==> src/fbdsc_pkg.sv <==
`default_nettype none
package fbdsc_pkg;
    // station and speed selector limits
    localparam logic [6:0] FBDSC_STN_MIN     = 7'h01;
    localparam logic [6:0] FBDSC_STN_MAX     = 7'h40;
    localparam logic [3:0] FBDSC_DIGIT_MAX   = 4'h9;
    localparam logic [6:0] FBDSC_TENS_WEIGHT = 7'h0a;
    localparam logic [2:0] FBDSC_SPD_FIRST_BAD = 3'h5;
    // operation mode parameter values
    localparam logic [1:0] FBDSC_MODE_SWITCH = 2'h0;
    localparam logic [1:0] FBDSC_MODE_PANEL  = 2'h1;
    localparam logic [1:0] FBDSC_MODE_NET    = 2'h2;
    localparam logic [1:0] FBDSC_MODE_RESET  = FBDSC_MODE_NET;
    // monitor select codes
    localparam logic [7:0] FBDSC_MON_FREQ    = 8'h01;
    localparam logic [7:0] FBDSC_MON_CURR    = 8'h02;
    localparam logic [7:0] FBDSC_MON_VOLT    = 8'h03;
    localparam logic [7:0] FBDSC_MON_ALARM   = 8'h04;
    localparam logic [7:0] FBDSC_MON_SPECIAL = 8'hf3;
    // refresh cycle bounds in microseconds and in cycles at 100 MHz
    localparam int FBDSC_CLK_MHZ        = 100;
    localparam int FBDSC_REFRESH_MIN_US = 1100;
    localparam int FBDSC_REFRESH_MAX_US = 141000;
    localparam int FBDSC_REFRESH_MIN_CYC = FBDSC_REFRESH_MIN_US * FBDSC_CLK_MHZ;
    localparam int FBDSC_REFRESH_MAX_CYC = FBDSC_REFRESH_MAX_US * FBDSC_CLK_MHZ;
    // transmission speed codes
    typedef enum logic [2:0] {
        FBDSC_SPD_156K = 3'h0,
        FBDSC_SPD_625K = 3'h1,
        FBDSC_SPD_2M5  = 3'h2,
        FBDSC_SPD_5M   = 3'h3,
        FBDSC_SPD_10M  = 3'h4
    } fbdsc_speed_t;
    // status flag bundle
    typedef struct packed {
        logic fwd_running;
        logic rev_running;
        logic running;
        logic up_to_freq_flag;
        logic overload_flag;
        logic freq_detect_flag;
        logic alarm;
    } fbdsc_status_t;
    // command bundle
    typedef struct packed {
        logic forward_run_cmd;
        logic reverse_run_cmd;
        logic low_speed_sel;
        logic mid_speed_sel;
        logic high_speed_sel;
        logic output_halt;
    } fbdsc_cmd_t;
endpackage
`default_nettype wire

==> src/fbdsc_if.sv <==
`timescale 1ns/10ps
`default_nettype none
interface fbdsc_if;
    import fbdsc_pkg::*;
    // master to drive, one link refresh worth of signals
    logic          refresh;                 // one-cycle refresh strobe
    fbdsc_cmd_t    cmd;                     // run and speed selects
    logic          monitor_request;         // keep monitor word updated
    logic [7:0]    monitor_code;            // selected monitor item
    logic          volatile_freq_write_req; // write set frequency to volatile store
    logic          nv_freq_write_req;       // write set frequency to nonvolatile store
    logic [15:0]   set_freq_word;           // 0.01 Hz steps
    logic          param_write_req;         // one-cycle pulse
    logic          param_read_req;          // one-cycle pulse
    logic          net_reset_req;           // one-cycle pulse
    logic [7:0]    param_code;
    logic [15:0]   param_wdata;
    // drive to master
    fbdsc_status_t status;
    logic          monitor_valid;
    logic [15:0]   monitor_value_word;
    logic          volatile_freq_done;
    logic          nv_freq_done;
    logic          param_ack;               // one-cycle pulse
    logic          param_write_err;         // with param_ack
    logic [15:0]   param_rdata;
    logic          comm_error;

    modport drive (
        input  refresh, cmd, monitor_request, monitor_code, volatile_freq_write_req,
               nv_freq_write_req, set_freq_word, param_write_req, param_read_req,
               net_reset_req, param_code, param_wdata,
        output status, monitor_valid, monitor_value_word, volatile_freq_done,
               nv_freq_done, param_ack, param_write_err, param_rdata, comm_error
    );
    modport master (
        output refresh, cmd, monitor_request, monitor_code, volatile_freq_write_req,
               nv_freq_write_req, set_freq_word, param_write_req, param_read_req,
               net_reset_req, param_code, param_wdata,
        input  status, monitor_valid, monitor_value_word, volatile_freq_done,
               nv_freq_done, param_ack, param_write_err, param_rdata, comm_error
    );
endinterface
`default_nettype wire

==> src/fbdsc_drive.sv <==
`timescale 1ns/10ps
`default_nettype none
module fbdsc_drive
    import fbdsc_pkg::*;
(
    // clock and reset
    input  wire logic        clk_i,
    input  wire logic        sys_rst_i,
    // link
    fbdsc_if.drive           link,
    // selector switch pins
    input  wire logic [3:0]  stn_tens_i,
    input  wire logic [3:0]  stn_units_i,
    input  wire logic [2:0]  speed_sel_i,
    // mode parameter and panel selection
    input  wire logic [1:0]  operation_mode_param_i,
    input  wire logic        panel_operation_i,
    // drive core state
    input  wire logic        fwd_running_i,
    input  wire logic        rev_running_i,
    input  wire logic        up_to_freq_i,
    input  wire logic        overload_i,
    input  wire logic        freq_detect_i,
    input  wire logic        alarm_i,
    input  wire logic [15:0] out_freq_i,
    input  wire logic [15:0] out_curr_i,
    input  wire logic [15:0] out_volt_i,
    input  wire logic [15:0] alarm_def_i,
    input  wire logic [15:0] special_mon_i,
    input  wire logic        link_fault_i,
    // function assignment parameters
    input  wire logic [2:0]  out_func_sel_i [3],
    input  wire logic [2:0]  in_func_sel_i [4],
    // outputs to the drive core
    output fbdsc_cmd_t       core_cmd_o,
    output logic [15:0]      vol_freq_o,
    output logic [15:0]      nv_freq_o,
    output logic             nv_write_o,
    output logic             param_write_o,
    output logic [7:0]       param_code_o,
    output logic [15:0]      param_wdata_o,
    output logic             core_reset_o,
    output logic [6:0]       station_o,
    output fbdsc_speed_t     speed_o,
    output logic             link_err_led_o,
    output logic             net_mode_o
);
    // flag source selection over the raw status flags
    function automatic logic pick_flag(input logic [2:0] sel, input fbdsc_status_t f);
        logic [6:0] v;
        v = f;
        pick_flag = (sel < 3'h7) ? v[sel] : 1'b0;
    endfunction

    // all drive state
    typedef struct packed {
        logic [1:0]    sync_pins1;  // unused pair slot kept zero
        logic [10:0]   sw_s1;       // first sync stage of switches
        logic [10:0]   sw_s2;       // second sync stage
        logic [1:0]    boot;        // start-up counter after reset release, stops at 3
        logic [6:0]    station;
        logic [2:0]    speed;
        logic          cfg_err;
        logic          net_mode;
        fbdsc_cmd_t    cmd;
        logic [15:0]   mon_word;
        logic          mon_vld;
        logic [15:0]   vol_freq;
        logic [15:0]   nv_freq;
        logic          nv_wr;
        logic          vol_done;
        logic          nv_done;
        logic          ack;
        logic          werr;
        logic [15:0]   rdata;
        logic          pw;
        logic          crst;
        fbdsc_status_t status;
    } fbdsc_drv_t;

    fbdsc_drv_t    s_q;
    fbdsc_drv_t    s_d;
    fbdsc_status_t raw;
    logic [6:0]    stn_num;
    logic          running;
    logic [5:0]    cmd_raw;
    logic [5:0]    cmd_map;

    // raw flags and station arithmetic from synced switches
    always_comb begin
        running = fwd_running_i | rev_running_i;
        raw = '{fwd_running_i, rev_running_i, running, up_to_freq_i,
                overload_i, freq_detect_i, alarm_i};
        stn_num = 7'(s_q.sw_s2[10:7] * FBDSC_TENS_WEIGHT) + 7'(s_q.sw_s2[6:3]);
        cmd_raw = link.cmd;
        cmd_map = cmd_raw;
        // low, mid, high speed and halt may be reassigned to other slots
        for (int i = 0; i < 4; i++) begin
            cmd_map[3 - i] = (in_func_sel_i[i] < 3'h6) ? cmd_raw[in_func_sel_i[i]] : 1'b0;
        end
    end

    // next-state logic
    always_comb begin
        s_d = s_q;
        s_d.sync_pins1 = '0;
        s_d.sw_s1 = {stn_tens_i, stn_units_i, speed_sel_i};
        s_d.sw_s2 = s_q.sw_s1;
        s_d.ack = 1'b0;
        s_d.werr = 1'b0;
        s_d.pw = 1'b0;
        s_d.crst = 1'b0;
        s_d.nv_wr = 1'b0;
        // capture selectors once, after synchroniser fills
        if (s_q.boot != 2'h3) begin
            s_d.boot = s_q.boot + 2'h1;
            if (s_q.boot == 2'h2) begin
                // out-of-range digits or number leave station at zero
                if (s_q.sw_s2[10:7] <= FBDSC_DIGIT_MAX && s_q.sw_s2[6:3] <= FBDSC_DIGIT_MAX
                    && stn_num >= FBDSC_STN_MIN && stn_num <= FBDSC_STN_MAX) begin
                    s_d.station = stn_num;
                end
                s_d.speed = s_q.sw_s2[2:0];
                s_d.cfg_err = s_q.sw_s2[2:0] >= FBDSC_SPD_FIRST_BAD
                              || !(stn_num >= FBDSC_STN_MIN && stn_num <= FBDSC_STN_MAX);
                // mode 0 starts in network mode, 1 panel, 2 network
                s_d.net_mode = (operation_mode_param_i != FBDSC_MODE_PANEL);
            end
        end else begin
            // in switchable mode the panel may change mode while stopped
            if (operation_mode_param_i == FBDSC_MODE_SWITCH) begin
                if (!running) begin
                    s_d.net_mode = !panel_operation_i;
                end
            end else begin
                s_d.net_mode = (operation_mode_param_i == FBDSC_MODE_NET);
            end
        end
        // status flags always refreshed, three outputs reassignable
        s_d.status = raw;
        s_d.status.running = pick_flag(out_func_sel_i[0], raw);
        s_d.status.freq_detect_flag = pick_flag(out_func_sel_i[1], raw);
        s_d.status.alarm = pick_flag(out_func_sel_i[2], raw);
        // run commands only from network mode
        s_d.cmd = (s_q.net_mode && !s_q.cfg_err) ? fbdsc_cmd_t'(cmd_map) : '0;
        // monitor word tracks selected item while requested
        if (link.monitor_request && s_q.boot == 2'h3) begin
            s_d.mon_vld = 1'b1;
            case (link.monitor_code)
                FBDSC_MON_FREQ: s_d.mon_word = out_freq_i;
                FBDSC_MON_CURR: s_d.mon_word = out_curr_i;
                FBDSC_MON_VOLT: s_d.mon_word = out_volt_i;
                FBDSC_MON_ALARM: s_d.mon_word = alarm_def_i;
                FBDSC_MON_SPECIAL: s_d.mon_word = special_mon_i;
                default: s_d.mon_word = '0;
            endcase
        end else begin
            s_d.mon_vld = 1'b0;
        end
        // frequency writes: done bit follows request level in network mode
        if (link.volatile_freq_write_req && s_q.net_mode) begin
            if (!s_q.vol_done) begin
                s_d.vol_freq = link.set_freq_word;
            end
            s_d.vol_done = 1'b1;
        end else begin
            s_d.vol_done = 1'b0;
        end
        if (link.nv_freq_write_req && s_q.net_mode) begin
            if (!s_q.nv_done) begin
                s_d.nv_freq = link.set_freq_word;
                s_d.nv_wr = 1'b1;
            end
            s_d.nv_done = 1'b1;
        end else begin
            s_d.nv_done = 1'b0;
        end
        // parameter access
        if (link.param_write_req) begin
            s_d.ack = 1'b1;
            if (!s_q.net_mode || running) begin
                s_d.werr = 1'b1;
            end else begin
                s_d.pw = 1'b1;
            end
        end else if (link.param_read_req) begin
            s_d.ack = 1'b1;
            s_d.rdata = link.param_code == FBDSC_MON_SPECIAL ? special_mon_i : alarm_def_i;
        end
        // network reset
        if (link.net_reset_req && s_q.net_mode && !link_fault_i) begin
            s_d.crst = 1'b1;
        end
    end

    // state register
    always_ff @(posedge clk_i or posedge sys_rst_i) begin
        if (sys_rst_i) begin
            s_q <= '0;
            s_q.net_mode <= 1'b1;
        end else begin
            s_q <= s_d;
        end
    end

    // link outputs
    assign link.status             = s_q.status;
    assign link.monitor_valid      = s_q.mon_vld;
    assign link.monitor_value_word = s_q.mon_word;
    assign link.volatile_freq_done = s_q.vol_done;
    assign link.nv_freq_done       = s_q.nv_done;
    assign link.param_ack          = s_q.ack;
    assign link.param_write_err    = s_q.werr;
    assign link.param_rdata        = s_q.rdata;
    assign link.comm_error         = s_q.cfg_err | link_fault_i;
    // core outputs
    assign core_cmd_o     = s_q.cmd;
    assign vol_freq_o     = s_q.vol_freq;
    assign nv_freq_o      = s_q.nv_freq;
    assign nv_write_o     = s_q.nv_wr;
    assign param_write_o  = s_q.pw;
    assign param_code_o   = link.param_code;
    assign param_wdata_o  = link.param_wdata;
    assign core_reset_o   = s_q.crst;
    assign station_o      = s_q.station;
    assign speed_o        = fbdsc_speed_t'(s_q.speed);
    assign link_err_led_o = s_q.cfg_err;
    assign net_mode_o     = s_q.net_mode;
endmodule
`default_nettype wire

==> src/flat_wrapper.sv <==
// flat-port wrapper written by rule: the top's interface ports become plain ports
module fbdsc_drive_flat import fbdsc_pkg::*;
  (clk_i, sys_rst_i, stn_tens_i, stn_units_i, speed_sel_i, operation_mode_param_i, panel_operation_i, fwd_running_i, rev_running_i, up_to_freq_i, overload_i, freq_detect_i, alarm_i, out_freq_i, out_curr_i, out_volt_i, alarm_def_i, special_mon_i, link_fault_i, out_func_sel_i, in_func_sel_i, core_cmd_o, vol_freq_o, nv_freq_o, nv_write_o, param_write_o, param_code_o, param_wdata_o, core_reset_o, station_o, speed_o, link_err_led_o, net_mode_o, link_refresh, link_cmd, link_monitor_request, link_monitor_code, link_volatile_freq_write_req, link_nv_freq_write_req, link_set_freq_word, link_param_write_req, link_param_read_req, link_net_reset_req, link_param_code, link_param_wdata, link_status, link_monitor_valid, link_monitor_value_word, link_volatile_freq_done, link_nv_freq_done, link_param_ack, link_param_write_err, link_param_rdata, link_comm_error);
  fbdsc_if link_i ();
  input  wire logic clk_i;
  input  wire logic sys_rst_i;
  input  wire logic [3:0] stn_tens_i;
  input  wire logic [3:0] stn_units_i;
  input  wire logic [2:0] speed_sel_i;
  input  wire logic [1:0] operation_mode_param_i;
  input  wire logic panel_operation_i;
  input  wire logic fwd_running_i;
  input  wire logic rev_running_i;
  input  wire logic up_to_freq_i;
  input  wire logic overload_i;
  input  wire logic freq_detect_i;
  input  wire logic alarm_i;
  input  wire logic [15:0] out_freq_i;
  input  wire logic [15:0] out_curr_i;
  input  wire logic [15:0] out_volt_i;
  input  wire logic [15:0] alarm_def_i;
  input  wire logic [15:0] special_mon_i;
  input  wire logic link_fault_i;
  input  wire logic [2:0] out_func_sel_i[3];
  input  wire logic [2:0] in_func_sel_i[4];
  output fbdsc_cmd_t core_cmd_o;
  output logic [15:0] vol_freq_o;
  output logic [15:0] nv_freq_o;
  output logic nv_write_o;
  output logic param_write_o;
  output logic [7:0] param_code_o;
  output logic [15:0] param_wdata_o;
  output logic core_reset_o;
  output logic [6:0] station_o;
  output fbdsc_speed_t speed_o;
  output logic link_err_led_o;
  output logic net_mode_o;
  input wire logic [$bits(link_i.refresh)-1:0] link_refresh;
  input wire logic [$bits(link_i.cmd)-1:0] link_cmd;
  input wire logic [$bits(link_i.monitor_request)-1:0] link_monitor_request;
  input wire logic [$bits(link_i.monitor_code)-1:0] link_monitor_code;
  input wire logic [$bits(link_i.volatile_freq_write_req)-1:0] link_volatile_freq_write_req;
  input wire logic [$bits(link_i.nv_freq_write_req)-1:0] link_nv_freq_write_req;
  input wire logic [$bits(link_i.set_freq_word)-1:0] link_set_freq_word;
  input wire logic [$bits(link_i.param_write_req)-1:0] link_param_write_req;
  input wire logic [$bits(link_i.param_read_req)-1:0] link_param_read_req;
  input wire logic [$bits(link_i.net_reset_req)-1:0] link_net_reset_req;
  input wire logic [$bits(link_i.param_code)-1:0] link_param_code;
  input wire logic [$bits(link_i.param_wdata)-1:0] link_param_wdata;
  output wire logic [$bits(link_i.status)-1:0] link_status;
  output wire logic [$bits(link_i.monitor_valid)-1:0] link_monitor_valid;
  output wire logic [$bits(link_i.monitor_value_word)-1:0] link_monitor_value_word;
  output wire logic [$bits(link_i.volatile_freq_done)-1:0] link_volatile_freq_done;
  output wire logic [$bits(link_i.nv_freq_done)-1:0] link_nv_freq_done;
  output wire logic [$bits(link_i.param_ack)-1:0] link_param_ack;
  output wire logic [$bits(link_i.param_write_err)-1:0] link_param_write_err;
  output wire logic [$bits(link_i.param_rdata)-1:0] link_param_rdata;
  output wire logic [$bits(link_i.comm_error)-1:0] link_comm_error;
  assign link_i.refresh = link_refresh;
  assign link_i.cmd = link_cmd;
  assign link_i.monitor_request = link_monitor_request;
  assign link_i.monitor_code = link_monitor_code;
  assign link_i.volatile_freq_write_req = link_volatile_freq_write_req;
  assign link_i.nv_freq_write_req = link_nv_freq_write_req;
  assign link_i.set_freq_word = link_set_freq_word;
  assign link_i.param_write_req = link_param_write_req;
  assign link_i.param_read_req = link_param_read_req;
  assign link_i.net_reset_req = link_net_reset_req;
  assign link_i.param_code = link_param_code;
  assign link_i.param_wdata = link_param_wdata;
  assign link_status = link_i.status;
  assign link_monitor_valid = link_i.monitor_valid;
  assign link_monitor_value_word = link_i.monitor_value_word;
  assign link_volatile_freq_done = link_i.volatile_freq_done;
  assign link_nv_freq_done = link_i.nv_freq_done;
  assign link_param_ack = link_i.param_ack;
  assign link_param_write_err = link_i.param_write_err;
  assign link_param_rdata = link_i.param_rdata;
  assign link_comm_error = link_i.comm_error;
  fbdsc_drive u_core (.clk_i(clk_i), .sys_rst_i(sys_rst_i), .link(link_i), .stn_tens_i(stn_tens_i), .stn_units_i(stn_units_i), .speed_sel_i(speed_sel_i), .operation_mode_param_i(operation_mode_param_i), .panel_operation_i(panel_operation_i), .fwd_running_i(fwd_running_i), .rev_running_i(rev_running_i), .up_to_freq_i(up_to_freq_i), .overload_i(overload_i), .freq_detect_i(freq_detect_i), .alarm_i(alarm_i), .out_freq_i(out_freq_i), .out_curr_i(out_curr_i), .out_volt_i(out_volt_i), .alarm_def_i(alarm_def_i), .special_mon_i(special_mon_i), .link_fault_i(link_fault_i), .out_func_sel_i(out_func_sel_i), .in_func_sel_i(in_func_sel_i), .core_cmd_o(core_cmd_o), .vol_freq_o(vol_freq_o), .nv_freq_o(nv_freq_o), .nv_write_o(nv_write_o), .param_write_o(param_write_o), .param_code_o(param_code_o), .param_wdata_o(param_wdata_o), .core_reset_o(core_reset_o), .station_o(station_o), .speed_o(speed_o), .link_err_led_o(link_err_led_o), .net_mode_o(net_mode_o));
endmodule
==> config.mk <==
export PLATFORM = sky130hd
export DESIGN_NAME = fbdsc_drive_flat
export DESIGN_NICKNAME = d
export VERILOG_FILES = /design/src/fbdsc_pkg.sv /design/src/fbdsc_if.sv /design/src/fbdsc_drive.sv /design/src/flat_wrapper.sv
export SDC_FILE = /design/constraint.sdc
export NUM_CORES = 1
export LEC_CHECK = 0
export BUFFER_PORTS_ARGS = -buffer_cell sky130_fd_sc_hd__buf_2
export CORE_MARGIN = 3
export CORE_UTILIZATION = 50
export DETAILED_ROUTE_END_ITERATION = 16
export PLACE_DENSITY = 0.86
export SLEW_MARGIN = 20
export SYNTH_ARGS = -nofsm -noshare
export SYNTH_HDL_FRONTEND = slang
export SYNTH_SLANG_ARGS = --single-unit
==> constraint.sdc <==
create_clock -name clk_i -period 7 [get_ports clk_i]
set_input_delay 1.4 -clock clk_i [delete_from_list [all_inputs] [get_ports clk_i]]
set_output_delay 1.4 -clock clk_i [all_outputs]
set_load 0.01 [all_outputs]
[After elaboration in Yosys (flattened, before gate mapping)]
Index checks and enable logic that the tools add are counted.
Storage, ports and cells
  register bits after elaboration: 121
  input bits: 185
  output and inout bits: 122
  logic and storage cells: 136
Cells by class
  add/subtract/negate cells: 2
  multiply operators: 1
  order comparisons: 19
  equality and inequality tests: 13
  muxes and demuxes: 40
  bitwise operators: 5
  reduce and logical (&&, ||, !) cells: 24
Operators with widths (count)
  $pmux W16 S5: 1
  $mux W1: 30
  $lt A3 B4 Y1 const B: 7
  $bmux W1 S3: 7
  $lt A3 B3 Y1 const B: 7
  $eq A8 B2 Y1 const B: 2
  $eq A8 B8 Y1 const B: 2
  $mux W16: 1
  $logic_and A1 B1 Y1: 10
  $reduce_and A2 Y1: 5
  $eq A8 B1 Y1 const B: 1
  $eq A8 B3 Y1 const B: 1
  $le A4 B4 Y1 const B: 2
  $add A7 B4 Y7: 1
  $ge A7 B1 Y1 const B: 1
  $le A7 B7 Y1 const B: 1
  $eq A2 B2 Y1 const B: 3
  $mul A4 B3 Y6 const B: 1
  $mux W6: 1
  $logic_not A1 Y1: 5
  $ne A2 B2 Y1 const B: 2
  $ge A3 B3 Y1 const B: 1
  $ne A3 B3 Y1 const B: 1
  $not A1 Y1: 3
  6 further kinds: 8

[Logic depth before layout (Yosys ltp)]
  depth after elaboration: 6
  depth in mapped cells: 9
  depth with buffers taken out: 9

[Worst setup path before layout]
Ideal clock, no wire load.
  path type: input -> output
  from: in link_fault_i
  to: out link_comm_error
  data arrival time: 1688 ps
  data required time: 5600 ps
  setup slack: 3912 ps
  stages on the path: 1
  path buffers: 0
  cell sequence: or2_2
Between the ends
  word-level cells in the longest chain between the ends: 1
RTL lines
  from (decl): RTL line flat_wrapper.sv:23  | input wire logic link_fault_i;
  $or A1 B1 Y1: RTL line fbdsc_drive.sv:215  | assign link.comm_error = s_q.cfg_err | link_fault_i;
  to (decl): RTL line flat_wrapper.sv:58  | output wire logic [$bits(link_i.comm_error)-1:0] link_comm_error;
No other way between the ends.

[Worst setup path in the final report]
Ends and elaborated chain as after synthesis.

==> impl_metrics.tcl <==
set metrics [dict create \
    fin_crit_ns 3.30 \
    htree_levels 4 \
    core_sq_um 12200 \
    via_per_inst 5.10 \
    wl_per_cell_um 16.4 \
    cts_buffer_depth 2 \
    ys_types 48 \
    cts_buffers 17 \
    die_area_sq_um 14100 \
    synth_nets 799 \
    start_util 0.521 \
    synthArstFlopShare 1.00 \
    synth-main-ff-cell "dfrtp_1" \
    clock_sinks 121 \
    worstPathRequired_ns 5.60 \
    setup_violations 0 \
    drv_slew 0 \
    share_seq_of_total_power 0.393 \
    peakVddDrop_mv 0.159 \
    syn_area_sq_um 6360 \
    crit_fanout 2 \
    synth_top_area_share 0.472 \
    drc 0 \
    fin_setup_tns_ns 0 \
    p_sw_mw 0.526 \
    finalHoldViolations 0 \
    synth_area_leaders "dfrtp_1 (47%), buf_4 (13%), mux2i_1 (6.6%)" \
    final_cells 947 \
    netlist_instances 604 \
    postCtsHoldBufs 0 \
    skew_ns 0.0114 \
    ys_ff_latch 121 \
    power.leakage_nw 3.86 \
    worst_pin_slew_ns 0.997 \
    end_kind "output pin" \
    synth_edf_count 0 \
    fin_nets 960 \
    internal-power_mw 1.53 \
    synth_top_area_cell "dfrtp_1" \
    port_buffers 273 \
    start_kind "input pin" \
    max_stage_delay_ns 0.26 \
    insertion_delay_ns 0.40 \
    yosysWarnings 0 \
    rsz0062_at_grt "no" \
    clkTransAtPathRegs_ns 0.05 \
    die_width_um 119 \
    finalPower_mw 2.05 \
    hpwl_mm 12.1 \
    drive_gt1_frac 0.451 \
    dr.pass1.iters 4 \
    grt_util_all_layers 0.219 \
    first_global_vias 4819 \
    postCtsSetupBuffers 0 \
    drtIter0Drc 273 \
    yosysSeqAreaShare 0.476 \
    rows 40 \
    power_density_nw_per_um2 267 \
    hp-class "register to register" \
    cts_tree "built" \
    wirelength_mm 15.5 \
    syn_avg_cell_area_sq_um 10.5 \
    area_growth_pct 20.7 \
    finalWorstSetupSlack_ns 3.70 \
    pre_cts_ws_ns 3.44 \
    pwr-share-clk 0.448 \
    dieHeight_um 119 \
    max_slew_margin 0.333 \
    swShare 0.256 \
    outcome "finished clean" \
    clockRootBuffer "clkbuf_16" \
    whs_ns 0.342 \
    drtAntennaViolNets 0 \
    comb_power_share 0.159 \
    crit_chain "buf_2, or2_2, buf_2" \
    grt_first_pass_wirelength_mm 24.6 \
    worstSetupPathType "input pin to output pin" \
    crit_arrival_ns 1.90 \
    maxCapViolCount 0 \
    via_count 4829 \
    io_pins 307 \
    antenna_found_initial 1 \
    crit_slowest_cell "or2_2" \
    path_common_cell "buf_2" \
    grt_max_degree 62 \
    max_freq_ghz 0.303 \
    overflow 0 \
    place_congestion 0.873 \
    dp_cells 914 \
    finalCritPeriodShare 0.471 \
    ctsResizeCount 0 \
]
==> area by class of cell <==
type / instances / area, sq um
clock inverter: 14 / 198
fill: 1022 / 4530
inverter: 15 / 58.8
multi-input combinational: 334 / 2360
tap: 168 / 210
antenna: 1 / 2.50
sequential: 121 / 3030
timing repair buffer: 276 / 1390
clock buffer: 18 / 439
==> synthesized netlist by cell type (7+ instances only) <==
cell type  instances
mux2_2            23
a22oi_1           29
mux4_2             7
ha_1               8
inv_1             14
mux2i_1           42
o22ai_1           14
nand2b_1          10
dfrtp_1          120
buf_4            112
nor2_1            21
o21ai_0           38
nand2_1           87
clkbuf_1          15
==> per-stage QoR <==
step | cell area [sq um] | util
finish | 7680 | 0.629
global route | 7680 | 0.629
CTS | 7680 | 0.629
detailed placement | 7040 | 0.577
global placement | 7040 | 0.577
floorplan | 6360 | -
==> placed cells by master (no fill, tap or decap), drive strengths merged, types with 10 or more instances in the layout <==
cell type	synthesis	routed
clkbuf	15	18
o21ai	39	39
inv	14	15
mux2	23	23
buf	119	276
nand2b	10	10
nand2	87	87
dfrtp	120	120
mux2i	42	42
nor2	21	21
o22ai	14	14
a22oi	29	29
==> worst max-delay path, delay by kind of cell <==
| family | cells | cell delay, ns |
|---|---|---|
| and+or+nand+nor | 1 | 0.26 |
| buffers and inverters | 2 | 0.24 |
==> worst paths after layout <==
path,slack (ns),startpoint,cells after the start,end
worst max-delay path,3.70,link_fault_i,3,link_comm_error
worst min-delay path,0.34,u_core.s_d[105],0,u_core.s_q[105]
worst max register to register,4.30,u_core.s_q[107],7,u_core.station_o[1]
worst min register to register,0.34,u_core.s_d[105],0,u_core.s_q[105]
max in group asynchronous,4.62,sys_rst_i,3,u_core.link.param_rdata[11]
min in group asynchronous,1.13,sys_rst_i,2,u_core.vol_freq_o[10]
==> cell families (layout without fill, tap and decap cells) <==
kind of cell,Yosys count,in the layout,share of synthesized area
flip-flops,121,121,0.476
AO/OA/AOI/OAI,100,100,0.0995
XOR/XNOR,6,6,0.00826
multiplexers,72,72,0.132
buffers and inverters,149,323,0.155
other,0,1,0
adder cells (fa/ha/maj),10,10,0.0220
AND/OR/NAND/NOR,146,146,0.108
==> layer usage <==
metal,track usage,wire [um],vias up
met4,0.0869,395,0
met2,0.396,8190,233
met1,0.247,5910,2266
li1,-,-,2299
met3,0.0546,1050,31
met5,0,0,-
==> flip-flops by register name, summed over array words and instances (netlist names), 3 cells and up <==
name	count
u_core.station_o	7
u_core.core_cmd_o	6
u_core.s_d	11
u_core.link.monitor_value_word	16
u_core.nv_freq_o	16
u_core.s_q	13
u_core.link.param_rdata	16
u_core.speed_o	3
u_core.link.status	7
u_core.vol_freq_o	16
==> power by group through the flow <==
stage	logic [mW]	registers, mW	clock network [mW]
finish	0.327	0.806	0.921
global route	0.360	0.814	0.976
CTS	0.331	0.806	0.939
detailed placement	0.329	0.817	0
global placement	0.320	0.813	0
floorplan	0.268	0.810	0
(Power assumes the default switching activity.)
